File: config.mk
export PLATFORM = sky130hd
export DESIGN_NAME = sghbp_top
export DESIGN_NICKNAME = d
export VERILOG_FILES = /design/src/shared/sghbp_pkg.sv /design/src/hdl/sghbp_clock_divider.sv /design/src/hdl/sghbp_mode_decode.sv /design/src/hdl/sghbp_top.sv
export SDC_FILE = /design/constraint.sdc
export NUM_CORES = 1
export LEC_CHECK = 0
export ABC_AREA = 1
export BUFFER_PORTS_ARGS = -buffer_cell sky130_fd_sc_hd__buf_2
export CAP_MARGIN = 30
export CORE_ASPECT_RATIO = 0.9
export CORE_MARGIN = 3
export CORE_UTILIZATION = 40
export DETAILED_ROUTE_END_ITERATION = 16
export PLACE_DENSITY = 0.66
export RECOVER_POWER = 100
export SYNTH_ARGS = -nofsm -noshare
export SYNTH_HDL_FRONTEND = slang
export SYNTH_SLANG_ARGS = --single-unit
File: constraint.sdc
create_clock -name ref_clk -period 2 [get_ports ref_clk]
set_clock_uncertainty 0.05 [all_clocks]
set_input_delay 0.1 -clock ref_clk [delete_from_list [all_inputs] [get_ports ref_clk]]
set_output_delay 0.1 -clock ref_clk [all_outputs]
set_load 0.1 [all_outputs]
File: src/shared/sghbp_pkg.sv
/*
  Constants, encodings and mode type of the sound generator host bus port.
  Assumes nothing beyond a SystemVerilog compiler; imported by no file.
*/
package sghbp_pkg;

  // ---------------------------------------------------------------------
  // sizes
  // ---------------------------------------------------------------------
  localparam int unsigned DATA_W    = 8;
  localparam int unsigned INDEX_W   = 4;
  localparam int unsigned REG_COUNT = 16;
  localparam int unsigned SYNC_W    = 48;

  // ---------------------------------------------------------------------
  // register array
  // ---------------------------------------------------------------------
  localparam logic [7:0] REG_RESET      = 8'h00;
  localparam logic [3:0] INDEX_RESET    = 4'h0;
  localparam logic [3:0] INDEX_MIXER_IO = 4'h7;
  localparam logic [3:0] INDEX_PORT_A   = 4'hE;
  localparam logic [3:0] INDEX_PORT_B   = 4'hF;
  localparam int unsigned DIR_A_BIT     = 6;
  localparam int unsigned DIR_B_BIT     = 7;

  // ---------------------------------------------------------------------
  // chip select
  // ---------------------------------------------------------------------
  localparam logic [3:0] CHIP_UPPER       = 4'h0;
  localparam logic       UPPER_HIGH_MATCH = 1'b1;
  localparam logic       UPPER_LOW_MATCH  = 1'b0;

  // ---------------------------------------------------------------------
  // host i/o ports
  // ---------------------------------------------------------------------
  localparam logic [7:0] SELECT_PORT_0 = 8'hCF;
  localparam logic [7:0] SELECT_PORT_1 = 8'hDF;
  localparam logic [7:0] DATA_PORT_0   = 8'h0F;
  localparam logic [7:0] DATA_PORT_1   = 8'h1F;

  // ---------------------------------------------------------------------
  // bus control codes: direction, ctrl high, ctrl low
  // ---------------------------------------------------------------------
  localparam logic [2:0] CODE_IDLE   = 3'h0;
  localparam logic [2:0] CODE_ADDR_A = 3'h1;
  localparam logic [2:0] CODE_READ   = 3'h3;
  localparam logic [2:0] CODE_ADDR_B = 3'h4;
  localparam logic [2:0] CODE_WRITE  = 3'h6;
  localparam logic [2:0] CODE_ADDR_C = 3'h7;

  // ---------------------------------------------------------------------
  // reset values of control state
  // ---------------------------------------------------------------------
  localparam logic SELECT_RESET       = 1'b0;
  localparam logic DIVIDE_PHASE_RESET = 1'b0;
  localparam logic TICK_RESET         = 1'b0;

  typedef enum logic [1:0] {
    MODE_INACTIVE = 2'b00,
    MODE_ADDRESS  = 2'b01,
    MODE_WRITE    = 2'b11,
    MODE_READ     = 2'b10
  } sghbp_mode_type;

endpackage

File: src/hdl/sghbp_clock_divider.sv
/*
  Master clock tick: every cycle, or every second cycle when dividing.
  Assumes divide_select is already synchronised to ref_clk.
*/
`timescale 1ns/1ps
module sghbp_clock_divider (
  input  wire logic ref_clk,
  input  wire logic arst_n,
  input  wire logic divide_select,
  output logic      master_tick
);

  logic phase;

  // ---------------------------------------------------------------------
  // divider
  // ---------------------------------------------------------------------
  // a tick enable instead of a gated clock keeps one clock domain
  always_ff @(posedge ref_clk or negedge arst_n) begin
    if (!arst_n) begin
      phase <= sghbp_pkg::DIVIDE_PHASE_RESET;
    end else begin
      phase <= !phase;
    end
  end

  always_ff @(posedge ref_clk or negedge arst_n) begin
    if (!arst_n) begin
      master_tick <= sghbp_pkg::TICK_RESET;
    end else begin
      master_tick <= divide_select ? 1'b1 : phase;
    end
  end

  full_rate_a: assert property (@(posedge ref_clk)
    disable iff (!arst_n) divide_select |=> master_tick)
    else $error("master tick missing at full rate");

  half_rate_a: assert property (@(posedge ref_clk)
    disable iff (!arst_n)
    (!divide_select) [*2] |=> master_tick != $past(master_tick))
    else $error("master tick not alternating when dividing");

endmodule

File: src/hdl/sghbp_mode_decode.sv
/*
  Bus control decoder: three control lines to one of four bus modes.
  Assumes the code comes from logic on the same clock.
*/
`timescale 1ns/1ps
module sghbp_mode_decode (
  input  wire logic [2:0]              bus_code,
  output sghbp_pkg::sghbp_mode_type    mode
);

  // ---------------------------------------------------------------------
  // decode
  // ---------------------------------------------------------------------
  // unused codes are legal and mean inactive
  always_comb begin
    unique case (bus_code)
      sghbp_pkg::CODE_ADDR_A,
      sghbp_pkg::CODE_ADDR_B,
      sghbp_pkg::CODE_ADDR_C: mode = sghbp_pkg::MODE_ADDRESS;
      sghbp_pkg::CODE_READ:   mode = sghbp_pkg::MODE_READ;
      sghbp_pkg::CODE_WRITE:  mode = sghbp_pkg::MODE_WRITE;
      default:                mode = sghbp_pkg::MODE_INACTIVE;
    endcase
  end

endmodule

File: src/hdl/sghbp_top.sv
/*
  Host bus port of a three channel sound generator: bus mode decode,
  chip select, register index latch, sixteen entry register array,
  i/o port direction, master clock tick and board i/o port decode.
  Assumes all inputs are asynchronous pins; the bus wire is resolved
  outside from bus_out and bus_oe.
*/
`timescale 1ns/1ps
// Overview of operation
// - code 001,100,111 address; 011 read; 110 write; others inactive.
// - inactive mode leaves the bus undriven and changes no register.
// - address mode reads the bus and latches a new register index.
// - write mode stores the bus value into the indexed register.
// - read mode drives the bus with the indexed register.
// - index accepted only with top nibble zero and, on pin cycles, upper select high, low.
// - low nibble is the index; top nibble and selects form chip address.
// - bus bits map one to one onto register bits.
// - active low reset clears all sixteen registers to zero.
// - master clock is input clock when select high, half when low.
// - select port at CF or DF, data port at 0F or 1F, any pairing.
// - host writes index to select port, then data to data port.
// - host reads port A: select register 14, then read select port.
// - latched index holds until the next address mode fetch.
// - a chip address mismatch keeps the bus undriven.
// - register 7 bits 7 and 6 set port B and A direction, one output.
module sghbp_top (
  input  wire logic       ref_clk,
  input  wire logic       arst_n,
  input  wire logic       bus_direction,
  input  wire logic       bus_ctrl_high,
  input  wire logic       bus_ctrl_low,
  input  wire logic [7:0] bus_in,
  output logic      [7:0] bus_out,
  output logic            bus_oe,
  input  wire logic       upper_select_high,
  input  wire logic       upper_select_low,
  input  wire logic       clock_divide_select,
  output logic            master_tick,
  input  wire logic [7:0] port_a_pins,
  output logic      [7:0] port_a_out,
  output logic      [7:0] port_a_oe,
  input  wire logic [7:0] port_b_pins,
  output logic      [7:0] port_b_out,
  output logic      [7:0] port_b_oe,
  input  wire logic [7:0] host_port_addr,
  input  wire logic       host_write,
  input  wire logic       host_read,
  input  wire logic [7:0] host_data,
  output logic      [7:0] host_read_data,
  output logic      [3:0] register_index
);

  // ---------------------------------------------------------------------
  // pin synchronisers
  // ---------------------------------------------------------------------
  logic [sghbp_pkg::SYNC_W-1:0] sync_in;
  logic [sghbp_pkg::SYNC_W-1:0] sync_meta;
  logic [sghbp_pkg::SYNC_W-1:0] sync_stable;

  assign sync_in = {bus_direction, bus_ctrl_high, bus_ctrl_low, bus_in,
                    upper_select_high, upper_select_low,
                    clock_divide_select, port_a_pins, port_b_pins,
                    host_port_addr, host_write, host_read, host_data};

  // meta stage feeds the stable stage only
  always_ff @(posedge ref_clk or negedge arst_n) begin
    if (!arst_n) begin
      sync_meta   <= '0;
      sync_stable <= '0;
    end else begin
      sync_meta   <= sync_in;
      sync_stable <= sync_meta;
    end
  end

  logic [2:0] pin_code;
  logic [7:0] s_bus_in;
  logic       s_upper_high;
  logic       s_upper_low;
  logic       s_divide_select;
  logic [7:0] s_port_a;
  logic [7:0] s_port_b;
  logic [7:0] s_host_addr;
  logic       s_host_write;
  logic       s_host_read;
  logic [7:0] s_host_data;

  assign {pin_code, s_bus_in, s_upper_high, s_upper_low, s_divide_select,
          s_port_a, s_port_b, s_host_addr, s_host_write, s_host_read,
          s_host_data} = sync_stable;

  // ---------------------------------------------------------------------
  // board i/o port decode
  // ---------------------------------------------------------------------
  logic       select_hit;
  logic       data_hit;
  logic [2:0] host_code;

  assign select_hit = (s_host_addr == sghbp_pkg::SELECT_PORT_0) ||
                      (s_host_addr == sghbp_pkg::SELECT_PORT_1);
  assign data_hit   = (s_host_addr == sghbp_pkg::DATA_PORT_0) ||
                      (s_host_addr == sghbp_pkg::DATA_PORT_1);

  always_comb begin
    host_code = sghbp_pkg::CODE_IDLE;
    if (s_host_write && select_hit) begin
      host_code = sghbp_pkg::CODE_ADDR_A;
    end else if (s_host_write && data_hit) begin
      host_code = sghbp_pkg::CODE_WRITE;
    end else if (s_host_read && select_hit) begin
      host_code = sghbp_pkg::CODE_READ;
    end
  end

  // ---------------------------------------------------------------------
  // bus mode
  // ---------------------------------------------------------------------
  sghbp_pkg::sghbp_mode_type pin_mode;
  sghbp_pkg::sghbp_mode_type host_mode;
  sghbp_pkg::sghbp_mode_type mode;
  logic                      host_active;
  logic [7:0]                bus_value;
  logic [3:0]                index_candidate;
  logic                      upper_ok;
  logic                      upper_match;

  sghbp_mode_decode pin_decode (
    .bus_code (pin_code),
    .mode     (pin_mode)
  );

  sghbp_mode_decode host_decode (
    .bus_code (host_code),
    .mode     (host_mode)
  );

  // host access wins and skips the upper select check; only the top nibble must match
  assign host_active = host_mode != sghbp_pkg::MODE_INACTIVE;
  assign mode        = host_active ? host_mode : pin_mode;
  assign bus_value   = host_active ? s_host_data : s_bus_in;
  assign index_candidate = bus_value[3:0];
  assign upper_ok    = host_active ||
                       ((s_upper_high == sghbp_pkg::UPPER_HIGH_MATCH) &&
                        (s_upper_low == sghbp_pkg::UPPER_LOW_MATCH));
  assign upper_match = upper_ok &&
                       (bus_value[7:4] == sghbp_pkg::CHIP_UPPER);

  // ---------------------------------------------------------------------
  // index latch and chip select
  // ---------------------------------------------------------------------
  logic chip_selected;

  always_ff @(posedge ref_clk or negedge arst_n) begin
    if (!arst_n) begin
      register_index <= sghbp_pkg::INDEX_RESET;
    end else if (mode == sghbp_pkg::MODE_ADDRESS && upper_match) begin
      register_index <= index_candidate;
    end
  end

  // a foreign address deselects until the next matching fetch
  always_ff @(posedge ref_clk or negedge arst_n) begin
    if (!arst_n) begin
      chip_selected <= sghbp_pkg::SELECT_RESET;
    end else if (mode == sghbp_pkg::MODE_ADDRESS) begin
      chip_selected <= upper_match;
    end
  end

  // ---------------------------------------------------------------------
  // register array
  // ---------------------------------------------------------------------
  logic [7:0] regs [sghbp_pkg::REG_COUNT];
  logic       write_enable;

  assign write_enable = (mode == sghbp_pkg::MODE_WRITE) && chip_selected;

  always_ff @(posedge ref_clk or negedge arst_n) begin
    if (!arst_n) begin
      for (int i = 0; i < sghbp_pkg::REG_COUNT; i++) begin
        regs[i] <= sghbp_pkg::REG_RESET;
      end
    end else if (write_enable) begin
      regs[register_index] <= bus_value;
    end
  end

  // ---------------------------------------------------------------------
  // read path
  // ---------------------------------------------------------------------
  logic       dir_a_out;
  logic       dir_b_out;
  logic [7:0] read_value;
  logic       pin_read;
  logic       host_read_hit;

  assign dir_a_out = regs[sghbp_pkg::INDEX_MIXER_IO][sghbp_pkg::DIR_A_BIT];
  assign dir_b_out = regs[sghbp_pkg::INDEX_MIXER_IO][sghbp_pkg::DIR_B_BIT];

  // input ports return the pins, output ports their latch
  always_comb begin
    read_value = regs[register_index];
    if (register_index == sghbp_pkg::INDEX_PORT_A && !dir_a_out) begin
      read_value = s_port_a;
    end else if (register_index == sghbp_pkg::INDEX_PORT_B && !dir_b_out) begin
      read_value = s_port_b;
    end
  end

  assign pin_read = (mode == sghbp_pkg::MODE_READ) && chip_selected &&
                    !host_active;
  assign host_read_hit = (host_mode == sghbp_pkg::MODE_READ) && chip_selected;

  always_ff @(posedge ref_clk or negedge arst_n) begin
    if (!arst_n) begin
      bus_oe  <= 1'b0;
      bus_out <= sghbp_pkg::REG_RESET;
    end else begin
      bus_oe  <= pin_read;
      bus_out <= read_value;
    end
  end

  always_ff @(posedge ref_clk or negedge arst_n) begin
    if (!arst_n) begin
      host_read_data <= sghbp_pkg::REG_RESET;
    end else if (host_read_hit) begin
      host_read_data <= read_value;
    end
  end

  // ---------------------------------------------------------------------
  // i/o ports
  // ---------------------------------------------------------------------
  always_ff @(posedge ref_clk or negedge arst_n) begin
    if (!arst_n) begin
      port_a_out <= sghbp_pkg::REG_RESET;
      port_b_out <= sghbp_pkg::REG_RESET;
      port_a_oe  <= '0;
      port_b_oe  <= '0;
    end else begin
      port_a_out <= regs[sghbp_pkg::INDEX_PORT_A];
      port_b_out <= regs[sghbp_pkg::INDEX_PORT_B];
      port_a_oe  <= {8{dir_a_out}};
      port_b_oe  <= {8{dir_b_out}};
    end
  end

  // ---------------------------------------------------------------------
  // master clock
  // ---------------------------------------------------------------------
  sghbp_clock_divider divider (
    .ref_clk       (ref_clk),
    .arst_n        (arst_n),
    .divide_select (s_divide_select),
    .master_tick   (master_tick)
  );

  // ---------------------------------------------------------------------
  // checks
  // ---------------------------------------------------------------------
  logic [127:0] regs_flat;

  always_comb begin
    regs_flat = '0;
    for (int i = 0; i < sghbp_pkg::REG_COUNT; i++) begin
      regs_flat[i*8 +: 8] = regs[i];
    end
  end

  mode_decode_a: assert property (@(posedge ref_clk)
    disable iff (!arst_n) (!host_active &&
      pin_code == sghbp_pkg::CODE_ADDR_B) |-> mode == sghbp_pkg::MODE_ADDRESS)
    else $error("address code not decoded");

  idle_float_a: assert property (@(posedge ref_clk)
    disable iff (!arst_n) mode == sghbp_pkg::MODE_INACTIVE |=> !bus_oe)
    else $error("bus driven in inactive mode");

  idle_regs_a: assert property (@(posedge ref_clk)
    disable iff (!arst_n) mode != sghbp_pkg::MODE_WRITE |=> $stable(regs_flat))
    else $error("register changed outside write mode");

  index_capture_a: assert property (@(posedge ref_clk)
    disable iff (!arst_n) (mode == sghbp_pkg::MODE_ADDRESS && upper_match)
      |=> register_index == $past(index_candidate) && chip_selected)
    else $error("index not captured");

  index_refused_a: assert property (@(posedge ref_clk)
    disable iff (!arst_n) (mode == sghbp_pkg::MODE_ADDRESS && !upper_match)
      |=> $stable(register_index) && !chip_selected)
    else $error("foreign index accepted");

  index_hold_a: assert property (@(posedge ref_clk)
    disable iff (!arst_n) mode != sghbp_pkg::MODE_ADDRESS
      |=> $stable(register_index))
    else $error("index changed outside address mode");

  write_store_a: assert property (@(posedge ref_clk)
    disable iff (!arst_n) write_enable
      |=> regs[$past(register_index)] == $past(bus_value))
    else $error("write data not stored");

  read_drive_a: assert property (@(posedge ref_clk)
    disable iff (!arst_n) pin_read |=> bus_oe && bus_out == $past(read_value))
    else $error("read data not driven");

  deselect_float_a: assert property (@(posedge ref_clk)
    disable iff (!arst_n) !chip_selected |=> !bus_oe)
    else $error("bus driven while deselected");

  reset_clear_a: assert property (@(posedge ref_clk)
    $rose(arst_n) |-> regs_flat == '0)
    else $error("registers not cleared by reset");

  host_ports_a: assert property (@(posedge ref_clk)
    disable iff (!arst_n) (s_host_write &&
      s_host_addr == sghbp_pkg::SELECT_PORT_1)
      |-> host_mode == sghbp_pkg::MODE_ADDRESS)
    else $error("select port write not turned into address mode");

  port_a_read_a: assert property (@(posedge ref_clk)
    disable iff (!arst_n) (host_read_hit &&
      register_index == sghbp_pkg::INDEX_PORT_A && !dir_a_out)
      |=> host_read_data == $past(s_port_a))
    else $error("port A pins not returned");

  port_dir_a: assert property (@(posedge ref_clk)
    disable iff (!arst_n) (write_enable &&
      register_index == sghbp_pkg::INDEX_MIXER_IO)
      |=> ##1 port_a_oe[0] == $past(bus_value[sghbp_pkg::DIR_A_BIT], 2) &&
              port_b_oe[7] == $past(bus_value[sghbp_pkg::DIR_B_BIT], 2))
    else $error("port direction not applied");

endmodule

[Yosys cells after proc, flatten, opt, wreduce, memory -nomap -nowiden]
Index checks and enable logic that the tools add are counted.
Cells by class
  add/subtract/negate cells: 0
  multipliers: 0
  divide/modulo/power cells: 0
  magnitude comparators: 2
  equal/unequal tests: 20
  shifts and indexed selects: 0
  muxes and demuxes: 16
  bitwise logic cells: 2
  reductions and logical operators: 24
Operator list (count)
  128-bit bitwise mux: 1
  8-bit two-way mux: 6
  8-bit binary-select mux with 4-bit select: 1
  8-bit demux with 4-bit select: 1
  3-bit equality test, second input constant: 6
  8-bit equality test, second input constant: 2
  1-bit logical AND: 13
  2-bit one-hot mux with 3 select lines: 2
  4-bit equality test, second input constant: 2
  8-bit by 4-bit equality test with 1-bit output, second input constant: 1
  8-bit by 5-bit equality test with 1-bit output, second input constant: 1
  2-bit equality test, second input constant: 3
  3-bit by 1-bit equality test with 1-bit output, second input constant: 2
  3-bit by 2-bit equality test with 1-bit output, second input constant: 2
  3-bit two-way mux: 2
  3-bit OR reduction: 2
  5-bit greater-or-equal comparator, second input constant: 1
  5-bit by 1-bit < comparator with 1-bit output, second input constant: 1
  4-bit NOT with 5-bit output: 1
  1-bit logical NOT: 4
  4-bit logical NOT: 1
  2-bit two-way mux: 2
  1-bit logical OR: 3
  2-bit by 1-bit equality test with 1-bit output, second input constant: 1
  other kinds (3): 3
Word-level totals
  flip-flop bits (word level): 266
  bits in latches: 0
  bits in writable memories: 0
  memory bits (read-only): 0
  bits of input ports: 50
  output and inout bits: 54
  logic and storage cells: 93
  memories: 0

[Depth between registers and ports, before layout]
  word-level depth: 14
  depth in mapped cells: 12
  mapped depth without buffers: 12

[Cells and area by module]
From an unflattened synthesis, not the netlist that was laid out.
Unflattened totals
  cell total of the unflattened synthesis: 1134
  area total of the unflattened synthesis: 10580.1 µm²
By module, submodules not included
  sghbp_top: instances 1, cells an instance 1109, area an instance 10423.7 µm², sequential area each 6556.3 µm²
  sghbp_mode_decode: instances 2, cells an instance 10, area an instance 46.3 µm², sequential area each 0.0 µm²
  sghbp_clock_divider: instances 1, cells an instance 5, area an instance 63.8 µm², sequential area each 50.0 µm²

[Worst setup path after synthesis]
No wires, ideal clock.
  path type: reg-to-reg
  start: register register_index[1]
  end: register host_read_data[0]
  data arrival time: 2.136 ns
  data required time: 1.830 ns
  slack: -0.306 ns
  stages on the path, launching flop included: 11
  clock period less this slack: 2.306 ns
  cell sequence: dfrtp_1 > buf_2 > nand2_1 > nor2_1 > nand2_1 > o21ai_0 > inv_1 > nand2_1 > nand2_1 > nand2_1 > nand2_1
On the way
  longest elaborated chain between the ends: 6
  elaborated cells on any way between the ends: 10
  those cells by class: 2 x eq/ne; 5 x mux; 1 x bitwise; 2 x reduce/logical
RTL lines
  from (decl): RTL line sghbp_top.sv:50  | output logic [3:0] register_index
  from (signal assigned): RTL line sghbp_top.sv:155  | register_index <= sghbp_pkg::INDEX_RESET;
  from (signal assigned): RTL line sghbp_top.sv:157  | register_index <= index_candidate;
  4-bit NOT with 5-bit output (implied by the code): RTL line sghbp_top.sv:202  | read_value = regs[register_index];
  8-bit binary-select mux with 4-bit select: RTL line sghbp_top.sv:202
  8-bit two-way mux (implied by the code) (2 in a row): RTL line sghbp_top.sv:202
  8-bit two-way mux: RTL line sghbp_top.sv:205  | end else if (register_index == sghbp_pkg::INDEX_PORT_B && !dir_b_out) begin
  8-bit two-way mux *: RTL line sghbp_top.sv:203  | if (register_index == sghbp_pkg::INDEX_PORT_A && !dir_a_out) begin
  named net read_value[0]: RTL line sghbp_top.sv:193  | logic [7:0] read_value;
  to (signal assigned): RTL line sghbp_top.sv:226  | host_read_data <= sghbp_pkg::REG_RESET;
  to (signal assigned): RTL line sghbp_top.sv:228  | host_read_data <= read_value;
  to (decl): RTL line sghbp_top.sv:49  | output logic [7:0] host_read_data,
Mark *: on every way through the listed nets, which the timed path passes. The rest lies on a longest branch. The select of a mux whose other input is x is not followed.
A chain may end at the register's enable or synchronous reset.

[Worst setup path after layout]
  start: register sync_stable[13] (netlist bit)
  end: register regs[55] (netlist bit)
On the way
  longest elaborated chain between the ends: 13
  elaborated cells on any way between the ends: 25
  those cells by class: 10 x eq/ne; 7 x mux; 8 x reduce/logical
RTL lines
  from (decl): RTL line sghbp_top.sv:58  | logic [sghbp_pkg::SYNC_W-1:0] sync_stable;
  from (signal assigned): RTL line sghbp_top.sv:72  | sync_stable <= sync_meta;
  8-bit equality test (on tied branches): RTL line sghbp_top.sv:99, sghbp_top.sv:100
  1-bit logical OR: RTL line sghbp_top.sv:99  | assign select_hit = (s_host_addr == sghbp_pkg::SELECT_PORT_0) ||
  1-bit logical AND: RTL line sghbp_top.sv:110  | end else if (s_host_read && select_hit) begin
  2-bit two-way mux: RTL line sghbp_top.sv:110
  3-bit two-way mux: RTL line sghbp_top.sv:108  | end else if (s_host_write && data_hit) begin
  3-bit two-way mux *: RTL line sghbp_top.sv:106  | if (s_host_write && select_hit) begin
  3-bit by 1-bit equality test with 1-bit output or 3-bit equality test (tied branches): RTL line sghbp_mode_decode.sv:16  | unique case (bus_code)
  3-bit OR reduction: RTL line sghbp_mode_decode.sv:16
  2-bit one-hot mux with 3 select lines *: RTL line sghbp_mode_decode.sv:16
  2-bit nonzero test: RTL line sghbp_top.sv:138  | assign host_active = host_mode != sghbp_pkg::MODE_INACTIVE;
  2-bit two-way mux: RTL line sghbp_top.sv:139  | assign mode = host_active ? host_mode : pin_mode;
  2-bit equality test: RTL line sghbp_top.sv:176  | assign write_enable = (mode == sghbp_pkg::MODE_WRITE) && chip_selected;
  1-bit logical AND: RTL line sghbp_top.sv:176
  to (signal, indexed assignment): RTL line sghbp_top.sv:181  | regs[i] <= sghbp_pkg::REG_RESET;
  to (signal, indexed assignment): RTL line sghbp_top.sv:184  | regs[register_index] <= bus_value;
  to (decl): RTL line sghbp_top.sv:173  | logic [7:0] regs [sghbp_pkg::REG_COUNT];
Every way passes the cells marked *; elsewhere a longest branch is shown, timed or not.

==> qor.yml <==
outcome: "complete, but fails checks"
violations: "negative setup slack"
yosys_register_bits: 264
critPathMaxFanout: 16
clkTransAtPathRegs_ns: 0.06
syn-num-nets: 1071
die_x_um: 177
cts_tree: "done"
grt_setup_unrepaired: "yes"
worstPathRequired_ns: 2.36
dp_slack_ns: 0.00883
ys_seq_area_share_pct: 62.5
track_usage_pct: 17.7
detail-route-antenna-nets: 0
netlist_area_mm2: 0.0106
total_power_mw: 11.6
cpLargestDelayFamily: "simple AND/OR/NAND/NOR gates"
switching_share_pct: 25.2
clock_sinks: 264
wl_per_cell_um: 16.2
pin_count: 104
grt_overflow: 0
setup_viol: 6
cp_common_cell: "nand3_4"
crit_chain: "nand2_2 -> nor2_8 -> nand3_4 -> nand3_4 -> nand3_4 -> a21oi_4 -> clkbuf_16 -> nand2_8 -> nand2_1 -> o21ai_2"
p_leak_nw: 6.49
power_frac_clock_pct: 42.1
postSynthCellCount: 1021
finalWorstPathRequiredPeriod_ns: 2.01
clockBufferDepth: 3
synth_top_cell_area_share_pct: 62.5
port_buffers: 102
cp_slowest_cell: "dfrtp_1"
synth_warnings: 0
period_share_pct: 101
final_area_mm2: 0.0134
final_nets: 1266
yosys.area.top_type: "dfrtp_1"
worst-path-buf-inv: 1
dpl.hpwl_um: 15800
core_area_mm2: 0.0256
timing.hold.ws_ns: 0.144
finalMaxSlewViolations: 0
num_vias: 7650
p_switching_mw: 2.91
die_area_mm2: 0.0284
powerDensity_mw_per_mm2: 863
power.internal_mw: 8.65
synth_edf_count: 0
seqCellArea_mm2: 0.00662
grt_pass1_vias: 7401
dp.cells: 1463
numCtsBuffers: 27
antenna_cells: 0
finalWorstSetupSlack_ns: -0.0143
max-slew-margin-rel_pct: 2.95
drv_cap: 0
fin_cells: 1575
nFillCells: 2245
min_path_type: "input pin to register"
drive_gt1_share_pct: 31.1
startpoint_type: "register"
antenna_found_initial: 0
drtIter0Drc: 675
cp_data_arrival_time_ns: 2.38
synth.top_cells.by_area: "dfrtp_1 (63%), nand2_1 (14%), o21ai_2 (7.8%)"
tns_ns: -0.0259
ir_drop_v: 0.000596
multi_input_area_mm2: 0.00365
drtPass1Iterations: 6
grt_start_max_net_pins: 77
endpoint_kind: "register"
die_h_um: 160
final-hold-violation-count: 0
clock_latency_ns: 0.55
power_frac_comb_pct: 9.9
place_area_mm2: 0.0117
syn2layout_area_growth_pct: 26.7
ys_dominant_reg_cell: "dfrtp_1"
async_reset_ff_share_pct: 100
crit_type: "register to register"
drcViolationCount: 0
yosysUniqueCellTypes: 31
grt_pass1_wl_um: 39900
pwr-share-seq_pct: 48.0
place.gp.congestion: 0.896
cts_root_buf: "clkbuf_16"
worst_pin_slew_ns: 1.46
start_util_pct: 41.3
drt_wl_total_um: 25600
syn_avg_cell_area_um2: 10.4
vias_per_cell: 4.86
std_cell_rows: 55
max_clock_freq_ghz: 0.496
cts-htree-levels: 1
final_util_pct: 52.3
max_stage_delay_ns: 0.34
==> cells in the mapped netlist (2+ instances only) <==
library cell / n
nand2_1: 406
dfrtp_1: 264
o21ai_2: 94
inv_1: 35
nand4_1: 34
nand3_1: 33
nor2_1: 25
buf_4: 23
o21ai_0: 18
buf_6: 14
nand2_4: 13
o21ai_1: 13
buf_2: 11
nand2_2: 6
inv_2: 5
nor2_2: 5
nand3_4: 4
nand3_2: 3
clkbuf_2: 2
nor2_4: 2
==> kinds of logic after synthesis <==
group | share of synthesized area (%)
DFF | 62.5
buffers and inverters | 5.42
and+or+nand+nor | 22.5
xor gates and xnor gates | 0.0829
AOI/OAI and AO/OA | 9.46
==> power by group through the flow <==
stage	registers, mW	clock network [mW]	logic (mW)
CTS	5.55	4.98	1.09
finish	5.56	4.87	1.14
floorplan	5.81	0	0.371
global route	5.57	5.24	1.22
global placement	5.65	0	1.00
detailed placement	5.65	0	1.01
==> sequential cells by signal (all words and copies together) (netlist names) <==
| register | flops |
|---|---|
| register_index | 4 |
| host_read_data | 8 |
| divider.phase | 1 |
| sync_stable | 47 |
| dir_a_out | 1 |
| port_a_out | 8 |
| port_b_oe | 1 |
| sync_meta | 47 |
| dir_b_out | 1 |
| port_a_oe | 1 |
| bus_out | 8 |
| port_b_out | 8 |
| divider.master_tick | 1 |
| bus_oe | 1 |
| regs | 126 |
| chip_selected | 1 |
==> final cells by class <==
cell class                 instances  area share, %
timing repair buffer             215           12.6
multi-input combinational        667           27.2
clock buffer                      35           5.72
inverter                          41           1.15
clock inverter                    11          0.766
sequential                       264           49.4
tap                              342           3.19
==> final timing paths <==
check,from,endpoint,slack [ns],depth (start not counted)
min reg2reg,sync_meta[46]$_DFF_PN0_,sync_stable[46]$_DFF_PN0_,0.28,0
min,host_port_addr[7],sync_meta[17]$_DFF_PN0_,0.14,2
max reg2reg,sync_stable[13]$_DFF_PN0_,regs[55]$_DFFE_PN0P_,-0.01,10
min in group asynchronous,arst_n,sync_meta[6]$_DFF_PN0_,0.41,3
max,sync_stable[13]$_DFF_PN0_,regs[55]$_DFFE_PN0P_,-0.01,10
max in group asynchronous,arst_n,register_index[1]$_DFFE_PN0P_,0.36,3
==> cell usage in the layout, fill, tap and decap left out, types with 2 or more instances in the layout <==
master | netlist | final
o21ai_1 | 13 | 17
dfrtp_1 | 264 | 260
buf_6 | 14 | 2
inv_2 | 5 | 6
clkinv_2 | 0 | 3
nand2_1 | 406 | 378
clkbuf_2 | 2 | 56
inv_1 | 35 | 34
buf_2 | 11 | 42
o21ai_0 | 18 | 14
clkinvlp_4 | 0 | 3
buf_4 | 23 | 43
nand3_4 | 4 | 6
clkbuf_8 | 0 | 6
inv_6 | 0 | 3
clkbuf_16 | 0 | 29
dfrtp_2 | 0 | 2
nor2_2 | 5 | 11
dlygate4sd3_1 | 0 | 48
clkbuf_1 | 1 | 8
buf_12 | 1 | 11
dfrtp_4 | 0 | 2
nor2_1 | 25 | 18
o21ai_2 | 94 | 94
nand2_8 | 0 | 13
nand4_1 | 34 | 34
nor2_4 | 2 | 3
nand2_4 | 13 | 3
clkbuf_4 | 0 | 2
nand2_2 | 6 | 34
nand3_1 | 33 | 33
==> what timing repair did <==
action                     CTS  global route
gates cloned                 1             6
setup buffers                2             8
hold endpoints to repair   311             0
setup endpoints to repair   12           139
gates resized for setup      0            56
hold buffers                49             0
pin swaps                    0             6
==> routing by layer <==
layer  global-route usage, %  wire length (µm)
met2                    29.6             12600
met3                    2.71              1490
met5                       0                 0
met1                    24.2             10800
met4                    4.93               733
(Power assumes the default switching activity.)
